**src/rtl/css_consts.vh**
```
// constants for the clock source select block
`ifndef CSS_CONSTS_VH
`define CSS_CONSTS_VH
// ----------------------------------------
// register byte addresses (wishbone, word aligned)
// ----------------------------------------
`define CSS_ADDR_OSC_MODE 20'hfffa0
`define CSS_ADDR_SYS_CLK_SEL 20'hfffa4
`define CSS_ADDR_OSC_STATUS 20'hfffa8
`define CSS_ADDR_FREQ_SEL 20'hfffac
`define CSS_ADDR_SUPPLY_MODE 20'hfffb0
// ----------------------------------------
// field positions
// ----------------------------------------
`define CSS_OM_EXT_CLK_BIT 7
`define CSS_OM_OSC_SEL_BIT 6
`define CSS_OM_GAIN_BIT 0
`define CSS_SC_CPU_STAT_BIT 7
`define CSS_SC_MAIN_STAT_BIT 5
`define CSS_SC_MAIN_SEL_BIT 4
`define CSS_CS_HS_STOP_BIT 7
`define CSS_CS_ONE_BIT 6
`define CSS_CS_HOCO_STOP_BIT 0
`define CSS_SM_ITMR_CLK_BIT 4
`define CSS_OPT_WDT_EN_BIT 4
`define CSS_OPT_WDT_STBY_BIT 0
// ----------------------------------------
// writable masks and reset values
// ----------------------------------------
`define CSS_OM_WMASK 8'hc1
`define CSS_SC_WMASK 8'h10
`define CSS_CS_WMASK 8'h81
`define CSS_SM_WMASK 8'h10
`define CSS_FS_WMASK 8'h0f
`define CSS_OM_RESET 8'h00
`define CSS_SC_RESET 8'h00
`define CSS_CS_RESET 8'hc0
`define CSS_SM_RESET 8'h00
// ----------------------------------------
// on-chip oscillator frequency codes
// ----------------------------------------
`define CSS_FREQ_32 4'h0
`define CSS_FREQ_24 4'h1
`define CSS_FREQ_16 4'h2
`define CSS_FREQ_12 4'h3
`define CSS_FREQ_8 4'h4
`define CSS_FREQ_6 4'h5
`define CSS_FREQ_4 4'h6
`define CSS_FREQ_3 4'h7
`define CSS_FREQ_2 4'h8
`define CSS_FREQ_1 4'h9
// ----------------------------------------
// clock limits in MHz and switch settle time
// ----------------------------------------
`define CSS_XTAL_MAX_MHZ 20
`define CSS_SYS_MAX_MHZ 32
`define CSS_GAIN_LIMIT_MHZ 10
`define CSS_CLK_MHZ 10
`define CSS_SWITCH_NS 300
`define CSS_SWITCH_CYC ((`CSS_SWITCH_NS * `CSS_CLK_MHZ + 999) / 1000)
`endif

```
**src/rtl/css_clock_source_select.v**
```verilog
// clock source select: oscillator control, main clock switch, register slave
//
// Behaviour
// - crystal stops on stop instruction or stop bit
// - option byte gives initial on-chip frequency
// - after reset, processor runs on-chip oscillator
// - on-chip oscillator stops on stop or bit
// - frequency register overrides option byte choice
// - external clock disabled on stop or bit
// - main select bit chooses high-speed or on-chip
// - low-speed oscillator never clocks the processor
// - low-speed clock only to watchdog, interval timer
// - low-speed runs if watchdog or timer select
// - watchdog-only without standby option stops on halt
// - mode bits decode port, crystal or external
// - gain bit set above 10 MHz crystal
// - mode register takes one 8-bit write only
// - system clock to 32, crystal to 20 MHz
// - status bits read-only, show active source
`timescale 1ns/1ns
`include "css_consts.vh"

module css_clock_source_select #(
    parameter SWITCH_CYC = `CSS_SWITCH_CYC
) (
    input wire clk_i,
    input wire rst_i,
    input wire wb_cyc_i,
    input wire wb_stb_i,
    input wire wb_we_i,
    input wire [19:0] wb_adr_i,
    input wire [3:0] wb_sel_i,
    input wire [31:0] wb_dat_i,
    output wire [31:0] wb_dat_o,
    output wire wb_ack_o,
    output wire wb_err_o,
    input wire [7:0] option_freq_i,
    input wire [7:0] option_wdt_i,
    input wire stop_exec_i,
    input wire halt_exec_i,
    input wire hs_clk_ready_i,
    output wire crystal_osc_en_o,
    output wire crystal_osc_gain_o,
    output wire crystal_in_pin_port_o,
    output wire crystal_out_pin_port_o,
    output wire ext_clk_in_en_o,
    output wire onchip_hs_osc_en_o,
    output wire [3:0] onchip_freq_o,
    output wire lowspeed_osc_en_o,
    output wire lowspeed_to_wdt_en_o,
    output wire lowspeed_to_itmr_en_o,
    output wire main_clk_sel_hs_o,
    output wire cpu_clk_gate_o
);

// ----------------------------------------
// registers
// ----------------------------------------
reg [7:0] osc_mode_reg;
reg osc_mode_written_reg;
reg main_clk_select_reg;
reg main_clk_status_reg;
reg hs_sys_clk_stop_reg;
reg onchip_hs_osc_stop_reg;
reg interval_timer_clk_select_reg;
reg [3:0] freq_sel_reg;
reg freq_loaded_reg;
reg ack_reg;
reg err_reg;
reg [31:0] rdata_reg;
reg [1:0] sw_state_reg;
reg [1:0] sw_state_next;
reg [7:0] sw_cnt_reg;
reg halted_reg;

localparam SW_IDLE = 2'b00;
localparam SW_GATE = 2'b01;
localparam SW_SETTLE = 2'b10;
localparam SW_OPEN = 2'b11;

// ----------------------------------------
// bus decode
// ----------------------------------------
wire bus_req = wb_cyc_i & wb_stb_i & ~ack_reg & ~err_reg;
wire hit_om = (wb_adr_i == `CSS_ADDR_OSC_MODE);
wire hit_sc = (wb_adr_i == `CSS_ADDR_SYS_CLK_SEL);
wire hit_cs = (wb_adr_i == `CSS_ADDR_OSC_STATUS);
wire hit_fs = (wb_adr_i == `CSS_ADDR_FREQ_SEL);
wire hit_sm = (wb_adr_i == `CSS_ADDR_SUPPLY_MODE);
wire hit_any = hit_om | hit_sc | hit_cs | hit_fs | hit_sm;
wire wr_lane0 = bus_req & wb_we_i & wb_sel_i[0];
// an 8-bit write is lane 0 alone; wider accesses leave the mode register alone
wire om_byte_wr = bus_req & wb_we_i & hit_om & (wb_sel_i == 4'h1);
wire [7:0] wd = wb_dat_i[7:0];
// codes past the 1 MHz entry name no oscillator setting; refusing them keeps
// the on-chip clock within the 1 to 32 MHz set
wire fs_code_ok = (wd[3:0] <= `CSS_FREQ_1);
wire opt_code_ok = (option_freq_i[3:0] <= `CSS_FREQ_1);

wire ext_clk_mode = osc_mode_reg[`CSS_OM_EXT_CLK_BIT];
wire osc_sel_mode = osc_mode_reg[`CSS_OM_OSC_SEL_BIT];
wire xtal_mode = ~ext_clk_mode & osc_sel_mode;
wire ext_mode = ext_clk_mode & osc_sel_mode;
wire cpu_on_hs = main_clk_status_reg;

// ----------------------------------------
// register writes
// ----------------------------------------
always @(posedge clk_i) begin
    if (rst_i) begin
        osc_mode_reg <= `CSS_OM_RESET;
        osc_mode_written_reg <= 1'b0;
        main_clk_select_reg <= 1'b0;
        hs_sys_clk_stop_reg <= 1'b1;
        onchip_hs_osc_stop_reg <= 1'b0;
        interval_timer_clk_select_reg <= 1'b0;
        freq_loaded_reg <= 1'b0;
        freq_sel_reg <= `CSS_FREQ_1;
    end else begin
        if (!freq_loaded_reg) begin
            if (opt_code_ok) begin
                freq_sel_reg <= option_freq_i[3:0];
            end
            freq_loaded_reg <= 1'b1;
        end
        if (om_byte_wr && !osc_mode_written_reg) begin
            osc_mode_reg <= wd & `CSS_OM_WMASK;
            osc_mode_written_reg <= 1'b1;
        end
        if (wr_lane0 && hit_sc) begin
            main_clk_select_reg <= wd[`CSS_SC_MAIN_SEL_BIT];
        end
        if (wr_lane0 && hit_cs) begin
            hs_sys_clk_stop_reg <= wd[`CSS_CS_HS_STOP_BIT];
            onchip_hs_osc_stop_reg <= wd[`CSS_CS_HOCO_STOP_BIT];
        end
        if (wr_lane0 && hit_fs && fs_code_ok) begin
            freq_sel_reg <= wd[3:0];
        end
        if (wr_lane0 && hit_sm) begin
            interval_timer_clk_select_reg <= wd[`CSS_SM_ITMR_CLK_BIT];
        end
    end
end

// ----------------------------------------
// bus answer: one-cycle ack, error on unmapped address
// ----------------------------------------
reg [7:0] rd_byte;
always @* begin
    rd_byte = 8'h00;
    if (hit_om) begin
        rd_byte = osc_mode_reg;
    end else if (hit_sc) begin
        rd_byte = {cpu_on_hs, 1'b0, main_clk_status_reg, main_clk_select_reg, 4'h0};
    end else if (hit_cs) begin
        rd_byte = {hs_sys_clk_stop_reg, 1'b1, 5'h00, onchip_hs_osc_stop_reg};
    end else if (hit_fs) begin
        rd_byte = {4'h0, freq_sel_reg};
    end else if (hit_sm) begin
        rd_byte = {3'h0, interval_timer_clk_select_reg, 4'h0};
    end
end

always @(posedge clk_i) begin
    if (rst_i) begin
        ack_reg <= 1'b0;
        err_reg <= 1'b0;
        rdata_reg <= 32'h00000000;
    end else begin
        ack_reg <= bus_req & hit_any;
        err_reg <= bus_req & ~hit_any;
        if (bus_req && hit_any && !wb_we_i) begin
            rdata_reg <= {24'h000000, rd_byte};
        end
    end
end

assign wb_ack_o = ack_reg;
assign wb_err_o = err_reg;
assign wb_dat_o = rdata_reg;

// ----------------------------------------
// settle flag from the oscillator's own domain
// ----------------------------------------
wire hs_ready_sync;
css_sync3 u_css_sync3 (
    .clk_i(clk_i),
    .rst_i(rst_i),
    .d_i(hs_clk_ready_i),
    .q_o(hs_ready_sync)
);

// ----------------------------------------
// main clock switch: gate, wait, change source, open
// ----------------------------------------
// the gate closes before the mux moves so no short pulse reaches the cpu
wire sw_want = (main_clk_select_reg != main_clk_status_reg);
wire sw_done = (sw_cnt_reg == SWITCH_CYC[7:0]);
wire target_ready = main_clk_select_reg ? (hs_ready_sync & ~hs_sys_clk_stop_reg)
                                        : ~onchip_hs_osc_stop_reg;

always @* begin
    sw_state_next = sw_state_reg;
    case (sw_state_reg)
        SW_IDLE: begin
            if (sw_want && target_ready) begin
                sw_state_next = SW_GATE;
            end
        end
        SW_GATE: begin
            if (sw_done) begin
                sw_state_next = SW_SETTLE;
            end
        end
        SW_SETTLE: begin
            if (sw_done) begin
                sw_state_next = SW_OPEN;
            end
        end
        SW_OPEN: begin
            sw_state_next = SW_IDLE;
        end
        default: begin
            sw_state_next = SW_IDLE;
        end
    endcase
end

always @(posedge clk_i) begin
    if (rst_i) begin
        sw_state_reg <= SW_IDLE;
        sw_cnt_reg <= 8'h00;
        main_clk_status_reg <= 1'b0;
        halted_reg <= 1'b0;
    end else begin
        sw_state_reg <= sw_state_next;
        if (sw_state_next != sw_state_reg) begin
            sw_cnt_reg <= 8'h00;
        end else if (!sw_done) begin
            sw_cnt_reg <= sw_cnt_reg + 8'h01;
        end
        if (sw_state_reg == SW_GATE && sw_done) begin
            main_clk_status_reg <= main_clk_select_reg;
        end
        halted_reg <= halt_exec_i | stop_exec_i;
    end
end

// ----------------------------------------
// oscillator enables and clock routing
// ----------------------------------------
assign crystal_osc_en_o = xtal_mode & ~hs_sys_clk_stop_reg & ~stop_exec_i;
assign ext_clk_in_en_o = ext_mode & ~hs_sys_clk_stop_reg & ~stop_exec_i;
assign crystal_osc_gain_o = osc_mode_reg[`CSS_OM_GAIN_BIT];
assign crystal_in_pin_port_o = ~(xtal_mode | ext_mode) | ext_mode;
assign crystal_out_pin_port_o = ~(xtal_mode | ext_mode);
assign onchip_hs_osc_en_o = ~onchip_hs_osc_stop_reg & ~stop_exec_i;
assign onchip_freq_o = freq_sel_reg;
assign main_clk_sel_hs_o = main_clk_status_reg;
// the low-speed oscillator has no path into the cpu mux
assign cpu_clk_gate_o = (sw_state_reg == SW_IDLE) | (sw_state_reg == SW_OPEN);

wire wdt_on = option_wdt_i[`CSS_OPT_WDT_EN_BIT];
wire wdt_stby = option_wdt_i[`CSS_OPT_WDT_STBY_BIT];
wire ls_halt_stop = wdt_on & ~interval_timer_clk_select_reg & ~wdt_stby & halted_reg;
assign lowspeed_osc_en_o = (wdt_on | interval_timer_clk_select_reg) & ~ls_halt_stop;
assign lowspeed_to_wdt_en_o = lowspeed_osc_en_o & wdt_on;
assign lowspeed_to_itmr_en_o = lowspeed_osc_en_o & interval_timer_clk_select_reg;

endmodule // css_clock_source_select

// ----------------------------------------
// three-stage synchroniser
// ----------------------------------------
// a level change is passed on only once the second and third stages agree,
// so a stage caught mid-transition never reaches the switch logic
module css_sync3 (
    input wire clk_i,
    input wire rst_i,
    input wire d_i,
    output wire q_o
);

reg [2:0] stage_reg;
reg q_reg;

always @(posedge clk_i) begin
    if (rst_i) begin
        stage_reg <= 3'h0;
        q_reg <= 1'b0;
    end else begin
        stage_reg <= {stage_reg[1:0], d_i};
        if (stage_reg[1] == stage_reg[2]) begin
            q_reg <= stage_reg[2];
        end
    end
end

assign q_o = q_reg;

endmodule // css_sync3

```
**config.mk**
```make
export PLATFORM = sky130hd
export DESIGN_NAME = css_clock_source_select
export DESIGN_NICKNAME = d
export VERILOG_FILES = /design/src/rtl/css_clock_source_select.v
export VERILOG_INCLUDE_DIRS = /design/src /design/src/rtl
export SDC_FILE = /design/constraint.sdc
export NUM_CORES = 1
export LEC_CHECK = 0
export ABC_AREA = 1
export BUFFER_PORTS_ARGS = -buffer_cell sky130_fd_sc_hd__buf_2
export CAP_MARGIN = 20
export CORE_MARGIN = 1.5
export CORE_UTILIZATION = 40
export DETAILED_ROUTE_END_ITERATION = 8
export HOLD_SLACK_MARGIN = 0.1
export PLACE_DENSITY = 0.81
export SLEW_MARGIN = 30
export SYNTH_ARGS = -nofsm -noshare
export SYNTH_HDL_FRONTEND = slang
export SYNTH_SLANG_ARGS = --single-unit
```
**constraint.sdc**
```tcl
create_clock -name clk_i -period 1.5 [get_ports clk_i]
set_clock_uncertainty 0.15 [all_clocks]
set_input_delay 0.3 -clock clk_i [delete_from_list [all_inputs] [get_ports clk_i]]
set_output_delay 0.3 -clock clk_i [all_outputs]
set_load 0.02 [all_outputs]
```
==> summary.json, run 1 <==
{
  "run_status": "finished with violations",
  "violated_checks": "negative setup slack",
  "postRouteAntennaNets": 0,
  "die-height_um": 78.8,
  "seq_area_frac_synth_pct": 34.0,
  "leakage_nw": 1.56,
  "pwr-share-comb_pct": 30.2,
  "drt-total-wl_um": 5660,
  "clk_pin_slew_ns": 0.08,
  "whs_path_depth": 3,
  "power_frac_seq_pct": 38.8,
  "synthesis.instances": 329,
  "port_buffers": 69,
  "cp_slowest_cell": "dfxtp_2",
  "via_count_of_the_first_global_routing_pass": 2271,
  "tritoncts_clock_tree": "yes",
  "worst_r2r_path_depth": 8,
  "p_per_area_mw_per_mm2": 893,
  "drt_iter0_drc": 78,
  "syn_avg_cell_area_um2": 6.99,
  "antenna_found_initial": 0,
  "startpoint_type": "register",
  "period_minus_slack_ns": 1.62,
  "root_buffer": "clkbuf_8",
  "boundaryPins": 129,
  "ys_seq_elements": 39,
  "detailedPlacementHpwl_um": 4300,
  "maximum_number_of_pins_on_one_net_before_global_route_repair": 16,
  "path_cells": "buf_4 -> ha_1 -> a21oi_1 -> nand2_1 -> nand2_2 -> o21ai_1 -> nand3b_4 -> nor2_1",
  "rows": 27,
  "synth_unique_cells": 38,
  "final_layout_size_suffix_gt1_share_pct": 42.8,
  "clockBufferDepth": 2,
  "global_route.overflow_total": 0,
  "antenna_cells_inserted": 0,
  "timing.hold.worst.class": "input pin to register",
  "vdd_ir_drop_max_mv": 0.577,
  "dr_total_vias": 2426,
  "worst_path_largest_cell_delay_ns": 0.33,
  "required_ns": 1.58,
  "die_w_um": 78.8,
  "post_dp_cell_area_mm2": 0.00293,
  "power_switching_w": 0.000898,
  "cellInternalPower_w": 0.00203,
  "dieArea_mm2": 0.00621,
  "hold_ws_ns": 0.119,
  "final_hold_viol_count": 0,
  "max-cap-violations": 0,
  "period_share_pct": 108,
  "setup_repair_after_global_routing_missed_its_margin": "true",
  "clock_insertion_delay_worst_skew_ns": 0.29,
  "clkPwrFrac_pct": 31.0,
  "drt-vias-per-instance": 4.72,
  "initial_core_util_pct": 41.5,
  "tritoncts_num_sinks": 39,
  "drv_slew": 0,
  "finish.net_count": 526,
  "swShare_pct": 30.6,
  "yosys_warnings": 0,
  "report.final.setup_viol": 10,
  "grt_first_pass_wirelength_um": 9560,
  "place_congestion": 0.862,
  "critPathMaxFanout": 8,
  "syn2layout_area_growth_pct": 42.9,
  "cts-htree-levels": 2,
  "remaining_drc_errors": 0,
  "clock.fmax_ghz": 0.615,
  "drt-wirelength-per-cell_um": 11.0,
  "num-fill-cells": 511,
  "floorplan.core_area_mm2": 0.00554,
  "cts_buffers": 5,
  "endpoint_kind": "register",
  "synth_area_mm2": 0.00230,
  "final_ws_setup_ns": -0.125,
  "first_pass_iters": 4,
  "finish.instance_area_mm2": 0.00328,
  "data_arrival_time_of_the_critical_path_ns": 1.70,
  "critPathKind": "register to register",
  "grt.total_usage_pct": 19.3
}
## power by group through the flow
stage	Sequential, W	Clock, W	Combinational [W]
4_1_cts	0.00114	0.000934	0.000805
2_1_floorplan	0.00117	0	0.000486
3_3_place_gp	0.00115	0	0.000694
6_report	0.00114	0.000910	0.000886
5_1_grt	0.00114	0.000993	0.000988
3_5_place_dp	0.00116	0	0.000718
## metrics by stage
step | TNS, ns | util [%] | setup slack, ns | total power, W | cells
2_1_floorplan | -0.155 | - | -0.0334 | 0.00165 | 352
3_3_place_gp | -3.33 | 52.8 | -0.194 | 0.00185 | 499
3_5_place_dp | -4.67 | 52.8 | -0.255 | 0.00187 | 499
4_1_cts | -0.778 | 57.0 | -0.0953 | 0.00287 | 512
5_1_grt | -2.25 | 59.3 | -0.228 | 0.00312 | 514
6_report | -0.997 | 59.3 | -0.125 | 0.00293 | 514
## final timing paths
kind / start / to / slack [ns]
max: sw_state_reg[0] / sw_cnt_reg[0] / -0.12
min: wb_dat_i[3] / onchip_freq_o[3] / 0.12
max reg2reg: sw_state_reg[0] / sw_cnt_reg[0] / -0.12
min reg2reg: u_css_sync3.stage_reg[0] / u_css_sync3.stage_reg[1] / 0.26
## placed cells by master (no fill, tap or decap), types with 3 or more instances in the layout
| master | instances |
|---|---|
| ha_1 | 3 |
| nand3_1 | 20 |
| inv_1 | 32 |
| nor2_2 | 10 |
| o21ai_1 | 11 |
| a211oi_2 | 3 |
| nor2_1 | 47 |
| dfxtp_1 | 28 |
| o211ai_1 | 3 |
| a21oi_1 | 8 |
| nand3_4 | 3 |
| nand3_2 | 5 |
| clkbuf_8 | 6 |
| inv_2 | 9 |
| nand2_2 | 8 |
| nand4_1 | 6 |
| o21ai_0 | 6 |
| nor2_4 | 10 |
| xor2_1 | 4 |
| buf_4 | 40 |
| conb_1 | 24 |
| nand2_1 | 45 |
| buf_2 | 66 |
| a31oi_1 | 3 |
| dfxtp_2 | 11 |
## worst max-delay path, delay by kind of cell, from the launching register on
family	cells	cell delay, ns
adder cells (fa/ha/maj)	1	0.23
flip-flops	1	0.33
buffers and inverters	1	0.13
AO/OA/AOI/OAI	2	0.21
AND/OR/NAND/NOR	4	0.53
## layout make-up
cell class              instances  area, um2  area share [%]
flip-flops and latches         39        795            24.2
multi-input cells             243       1440            43.8
clock buffers                   6       82.6            2.51
well taps                      72       90.1            2.74
inverters                      42        160            4.88
clock inverters                 2       35.0            1.07
repair buffers                110        682            20.8
## layer usage
metal / wire length [um] / GRT usage (%)
met1: 2440 / 22.2
met2: 2870 / 35.3
met3: 293 / 4.48
met4: 57 / 5.89
met5: 0 / 0
## synthesized netlist by cell type (all sizes together)
cell type  instances  area, um2
dfxtp             39        781
and2               1       6.26
o21ai             19       95.1
nor4               1       6.26
conb               1       3.75
nand2             55        219
o311a              1       10.0
nand3b             4       46.3
xnor2              1       8.76
xor2               4       35.0
o21a               1       7.51
a211oi             4       30.0
mux2i              1       10.0
a21oi              8       40.0
inv               42        158
or2                2       12.5
nand4              6       37.5
nand3             28        163
ha                 5       62.6
nor2              67        294
buf               25        188
nor3               3       15.0
o21bai             1       7.51
clkbuf             3       11.3
a31oi              3       18.8
o211a              1       10.0
o211ai             3       22.5
## what timing repair did
item / CTS / global route
buffers inserted: 3 / 2
hold buffers: 2 / 0
endpoints found under the setup margin: 19 / 30
hold endpoints to repair: 2 / 0
gates resized for setup: 28 / 39
pin swaps: 5 / 14
## kinds of logic after synthesis
group                      count (synthesis)  synth area share, %
AOI/OAI and AO/OA                         41                 10.5
xor gates and xnor gates                   5                 1.91
adders and majority gates                  5                 2.72
buffers and inverters                     70                 15.5
DFF                                       39                 34.0
muxes                                      1                0.436
other                                      1                0.163
and+or+nand+nor                          167                 34.8
(Power assumes the default switching activity.)
==> run 2, diff against run 1 <==
--- a/config.mk
+++ b/config.mk
@@ -8,12 +8,12 @@
 export LEC_CHECK = 0
 export ABC_AREA = 1
 export BUFFER_PORTS_ARGS = -buffer_cell sky130_fd_sc_hd__buf_2
-export CAP_MARGIN = 20
 export CORE_MARGIN = 1.5
 export CORE_UTILIZATION = 40
 export DETAILED_ROUTE_END_ITERATION = 8
 export HOLD_SLACK_MARGIN = 0.1
 export PLACE_DENSITY = 0.81
+export SETUP_SLACK_MARGIN = 0.15
 export SLEW_MARGIN = 30
 export SYNTH_ARGS = -nofsm -noshare
 export SYNTH_HDL_FRONTEND = slang
==> summary.json, run 2 (synthesized netlist as in run 1, its figures left out) <==
{
  "period_minus_slack_ns": 1.73,
  "clk_pin_slew_ns": 0.08,
  "tightestPinTransition_ns": 0.543,
  "cts_buffers": 5,
  "relSlewSlack_pct": 63.7,
  "combined_area_of_the_multi_input_logic_cells_mm2": 0.00172,
  "postRouteAntennaNets": 0,
  "final_hold_viol_count": 0,
  "clockBufferDepth": 2,
  "vdd_ir_drop_max_mv": 0.548,
  "drt-total-wl_um": 8360,
  "dieArea_mm2": 0.00621,
  "dp_worst_setup_slack_ns": -0.263,
  "cts-htree-levels": 2,
  "drt-wirelength-per-cell_um": 15.5,
  "period_share_pct": 115,
  "place_congestion": 0.888,
  "final_ws_setup_ns": -0.229,
  "maximum_number_of_pins_on_one_net_before_global_route_repair": 16,
  "finish.net_count": 551,
  "final_layout_size_suffix_gt1_share_pct": 57.2,
  "syn2layout_area_growth_pct": 68.6,
  "die_w_um": 78.8,
  "remaining_drc_errors": 0,
  "leakage_nw": 1.80,
  "global_route.overflow_total": 0,
  "violated_checks": "negative setup slack",
  "critPathMaxFanout": 8,
  "setup_repair_after_global_routing_missed_its_margin": "true",
  "die-height_um": 78.8,
  "required_ns": 1.58,
  "clock.fmax_ghz": 0.578,
  "p_per_area_mw_per_mm2": 759,
  "detailedPlacementHpwl_um": 4520,
  "endpoint_kind": "register",
  "power_w": 0.00294,
  "port_buffers": 69,
  "initial_core_util_pct": 41.5,
  "antenna_cells_inserted": 0,
  "max-cap-violations": 0,
  "first_pass_iters": 5,
  "floorplan.core_area_mm2": 0.00554,
  "hold_ws_ns": 0.111,
  "report.final.setup_viol": 30,
  "grt.total_usage_pct": 22.4,
  "drv_slew": 0,
  "ff_latch_area_um2": 801,
  "drt-vias-per-instance": 5.20,
  "clock_insertion_delay_worst_skew_ns": 0.30,
  "antenna_found_initial": 0,
  "rows": 27,
  "tritoncts_num_sinks": 39,
  "dr_total_vias": 2805,
  "critPathKind": "register to register",
  "root_buffer": "clkbuf_8",
  "boundaryPins": 129,
  "data_arrival_time_of_the_critical_path_ns": 1.81,
  "run_status": "finished with violations",
  "totalNegativeSetupSlack_ns": -3.36,
  "via_count_of_the_first_global_routing_pass": 2513,
  "drt_iter0_drc": 289,
  "post_dp_cell_area_mm2": 0.00302,
  "num-fill-cells": 402,
  "most_frequent_cells_in_the_layout": "53 x buf_2, 52 x buf_4, 33 x nor2_1",
  "final_common_cell": "buf_2",
  "startpoint_type": "register",
  "timing.hold.worst.class": "input pin to register",
  "grt_first_pass_wirelength_um": 10900,
  "tritoncts_clock_tree": "yes",
  "finish.instance_area_mm2": 0.00388
}
run 2: final cells by class:
type	instances	area share, %
clock buffers	7	1.97
inverters	42	4.52
multi-input cells	243	44.4
clock inverters	1	0.129
repair buffers	135	26.0
well taps	72	2.32
flip-flops and latches	39	20.7
run 2: repair_timing:
item                                    in CTS  in global routing
buffers inserted                            14                 13
pin swaps                                   20                 39
hold buffers                                 3                  0
endpoints found under the hold margin        2                  0
gates resized for setup                     83                 74
endpoints found under the setup margin      38                 40
run 2: critical path, stage by stage, from the launching register on:
cell and delay, ns:
dfxtp_1 0.33, inv_1 0.17, nand3_1 0.10, or2_1 0.25
nand2_1 0.08, nand2_2 0.07, nand2_2 0.10, nand2_2 0.07
nand2_2 0.08, nand3b_4 0.15, nor2_2 0.13
run 2: power breakdown:
| group | switching, W | leakage, nW | internal (W) |
|---|---|---|---|
| Clock | 0.000381 | 0.0422 | 0.000327 |
| Sequential | 0.0000427 | 0.323 | 0.00109 |
| Combinational | 0.000603 | 1.44 | 0.000497 |
run 2: routing by layer:
| layer | up-vias | GRT usage [%] | share of wire, % | routed length, um |
|---|---|---|---|---|
| li1 | 1282 | - | - | - |
| met1 | 1307 | 25.9 | 39 | 3250 |
| met2 | 184 | 40.1 | 50 | 4190 |
| met3 | 32 | 4.71 | 7.5 | 626 |
| met4 | 0 | 8.57 | 3.5 | 291 |
| met5 | - | 0 | 0 | 0 |
run 2: path summary, 6_finish.rpt:
| kind | to | cells past startpoint | slack, ns | startpoint |
|---|---|---|---|---|
| hold / removal | onchip_freq_o[3] | 3 | 0.11 | wb_dat_i[3] |
| hold reg to reg | u_css_sync3.stage_reg[1] | 2 | 0.26 | u_css_sync3.stage_reg[0] |
| setup reg to reg | sw_cnt_reg[0] | 10 | -0.23 | sw_cnt_reg[4] |
| setup / recovery | sw_cnt_reg[0] | 10 | -0.23 | sw_cnt_reg[4] |
run 2: metrics by stage:
step	std cells	util, %
finish	539	70.0
global route	539	70.0
CTS	526	63.2
detailed placement	501	54.5
global placement	501	54.5
floorplan	352	-
==> run 3, diff against run 2 <==
--- a/config.mk
+++ b/config.mk
@@ -8,7 +8,7 @@
 export LEC_CHECK = 0
 export ABC_AREA = 1
 export BUFFER_PORTS_ARGS = -buffer_cell sky130_fd_sc_hd__buf_2
-export CORE_MARGIN = 1.5
+export CORE_MARGIN = 2
 export CORE_UTILIZATION = 40
 export DETAILED_ROUTE_END_ITERATION = 8
 export HOLD_SLACK_MARGIN = 0.1
==> summary.json, run 3 (synthesized netlist as in run 1, its figures left out) <==
{
  "rows": 27,
  "critPathMaxFanout": 4,
  "finish.net_count": 540,
  "relSlewSlack_pct": 65.2,
  "postRouteAntennaNets": 0,
  "cts_buffers": 5,
  "floorplan.core_area_mm2": 0.00554,
  "port_buffers": 69,
  "period_share_pct": 111,
  "period_minus_slack_ns": 1.66,
  "drv_slew": 0,
  "core_util_final_pct": 66.4,
  "root_buffer": "clkbuf_8",
  "critPathKind": "register to register",
  "report.final.setup_viol": 16,
  "data_arrival_time_of_the_critical_path_ns": 1.74,
  "final_common_cell": "buf_2",
  "drt-vias-per-instance": 4.91,
  "antenna_cells_inserted": 0,
  "detailedPlacementHpwl_um": 4360,
  "place_congestion": 0.817,
  "clockBufferDepth": 2,
  "dp_worst_setup_slack_ns": -0.247,
  "drt-total-wl_um": 6800,
  "remaining_drc_errors": 0,
  "startpoint_type": "register",
  "grt_first_pass_wirelength_um": 10800,
  "setup_repair_after_global_routing_missed_its_margin": "true",
  "final_ws_setup_ns": -0.162,
  "tritoncts_num_sinks": 39,
  "run_status": "finished with violations",
  "dieArea_mm2": 0.00637,
  "antenna_found_initial": 0,
  "most_frequent_cells_in_the_layout": "61 x buf_2, 45 x buf_4, 42 x nor2_1",
  "required_ns": 1.57,
  "die-height_um": 79.8,
  "via_count_of_the_first_global_routing_pass": 2448,
  "p_per_area_mw_per_mm2": 842,
  "final_layout_size_suffix_gt1_share_pct": 54.2,
  "tritoncts_clock_tree": "yes",
  "initial_core_util_pct": 41.5,
  "leakage_nw": 1.73,
  "first_pass_iters": 4,
  "drt_iter0_drc": 81,
  "vdd_ir_drop_max_mv": 0.716,
  "maximum_number_of_pins_on_one_net_before_global_route_repair": 16,
  "violated_checks": "negative setup slack",
  "clk_pin_slew_ns": 0.08,
  "grt.total_usage_pct": 21.0,
  "tightestPinTransition_ns": 0.520,
  "clock.fmax_ghz": 0.602,
  "drt-wirelength-per-cell_um": 12.9,
  "global_route.overflow_total": 0,
  "dr_total_vias": 2592,
  "die_w_um": 79.8,
  "syn2layout_area_growth_pct": 59.9,
  "cts-htree-levels": 2,
  "timing.hold.worst.class": "input pin to register",
  "final_hold_viol_count": 0,
  "clock_insertion_delay_worst_skew_ns": 0.29,
  "boundaryPins": 129,
  "endpoint_kind": "register",
  "max-cap-violations": 0
}
run 3: cell count changes in the layout (fill, tap and decap cells not counted), sizes merged:
cell / before / now
clkbuf: 7 / 6
bufinv: 0 / 1
buf: 132 / 122
dlygate4sd3: 3 / 2
run 3: where the power goes:
part           leakage, nW  switching, W  internal [W]  total, W
Clock               0.0612      0.000377      0.000539  0.000915
Sequential           0.323     0.0000485       0.00110   0.00115
Combinational         1.35      0.000560      0.000474   0.00103
run 3: critical path: stages (launching register included):
cell	delay, ns
dfxtp_1	0.35
inv_1	0.13
nand3_2	0.11
nor2_4	0.16
o21ai_1	0.08
nand2_1	0.09
nand2_2	0.06
buf_4	0.13
buf_4	0.12
buf_4	0.12
nor2_1	0.06
run 3: cell type report:
cell class / instances / area [um2]
clock buffers: 6 / 82.6
flip-flops and latches: 39 / 801
multi-input cells: 243 / 1640
fillers: 428 / 1860
repair buffers: 124 / 852
inverters: 42 / 178
clock inverters: 2 / 35.0
well taps: 72 / 90.1
run 3: routing by layer:
layer	GRT usage (%)	share of wire (%)	wire, um	vias to the layer above
li1	-	-	-	1264
met1	25.0	41	2800	1214
met2	37.8	52	3520	104
met3	4.41	5.8	395	10
met4	6.10	1.3	86	0
met5	0	0	0	-
run 3: through the flow:
stage               total power [W]  hold slack [ns]  cell area [um2]  std cells  TNS (ns)
CTS                         0.00298            0.116             3480        518    -0.702
global route                0.00326            0.122             3680        528     -3.52
floorplan                   0.00167            0.238             2510        352         0
detailed placement          0.00192            0.246             3020        499     -4.85
finish                      0.00310            0.119             3680        528     -1.68
global placement            0.00189            0.247             3020        499     -3.82
run 3: path summary, 6_finish.rpt:
| check | endpoint | slack (ns) | cells after the start | start |
|---|---|---|---|---|
| worst max-delay path | sw_state_reg[0] | -0.16 | 10 | sw_cnt_reg[2] |
| worst min-delay path | onchip_freq_o[3] | 0.12 | 3 | wb_dat_i[3] |
| worst max register to register | sw_state_reg[0] | -0.16 | 10 | sw_cnt_reg[2] |
| worst min register to register | u_css_sync3.stage_reg[1] | 0.26 | 2 | u_css_sync3.stage_reg[0] |
run 3: timing repair:
item / in CTS / in global routing
endpoints found under the hold margin: 2 / 0
setup endpoints to repair: 38 / 40
buffers inserted: 9 / 10
hold buffers: 2 / 0
resized for setup: 85 / 39
pin swaps: 27 / 28
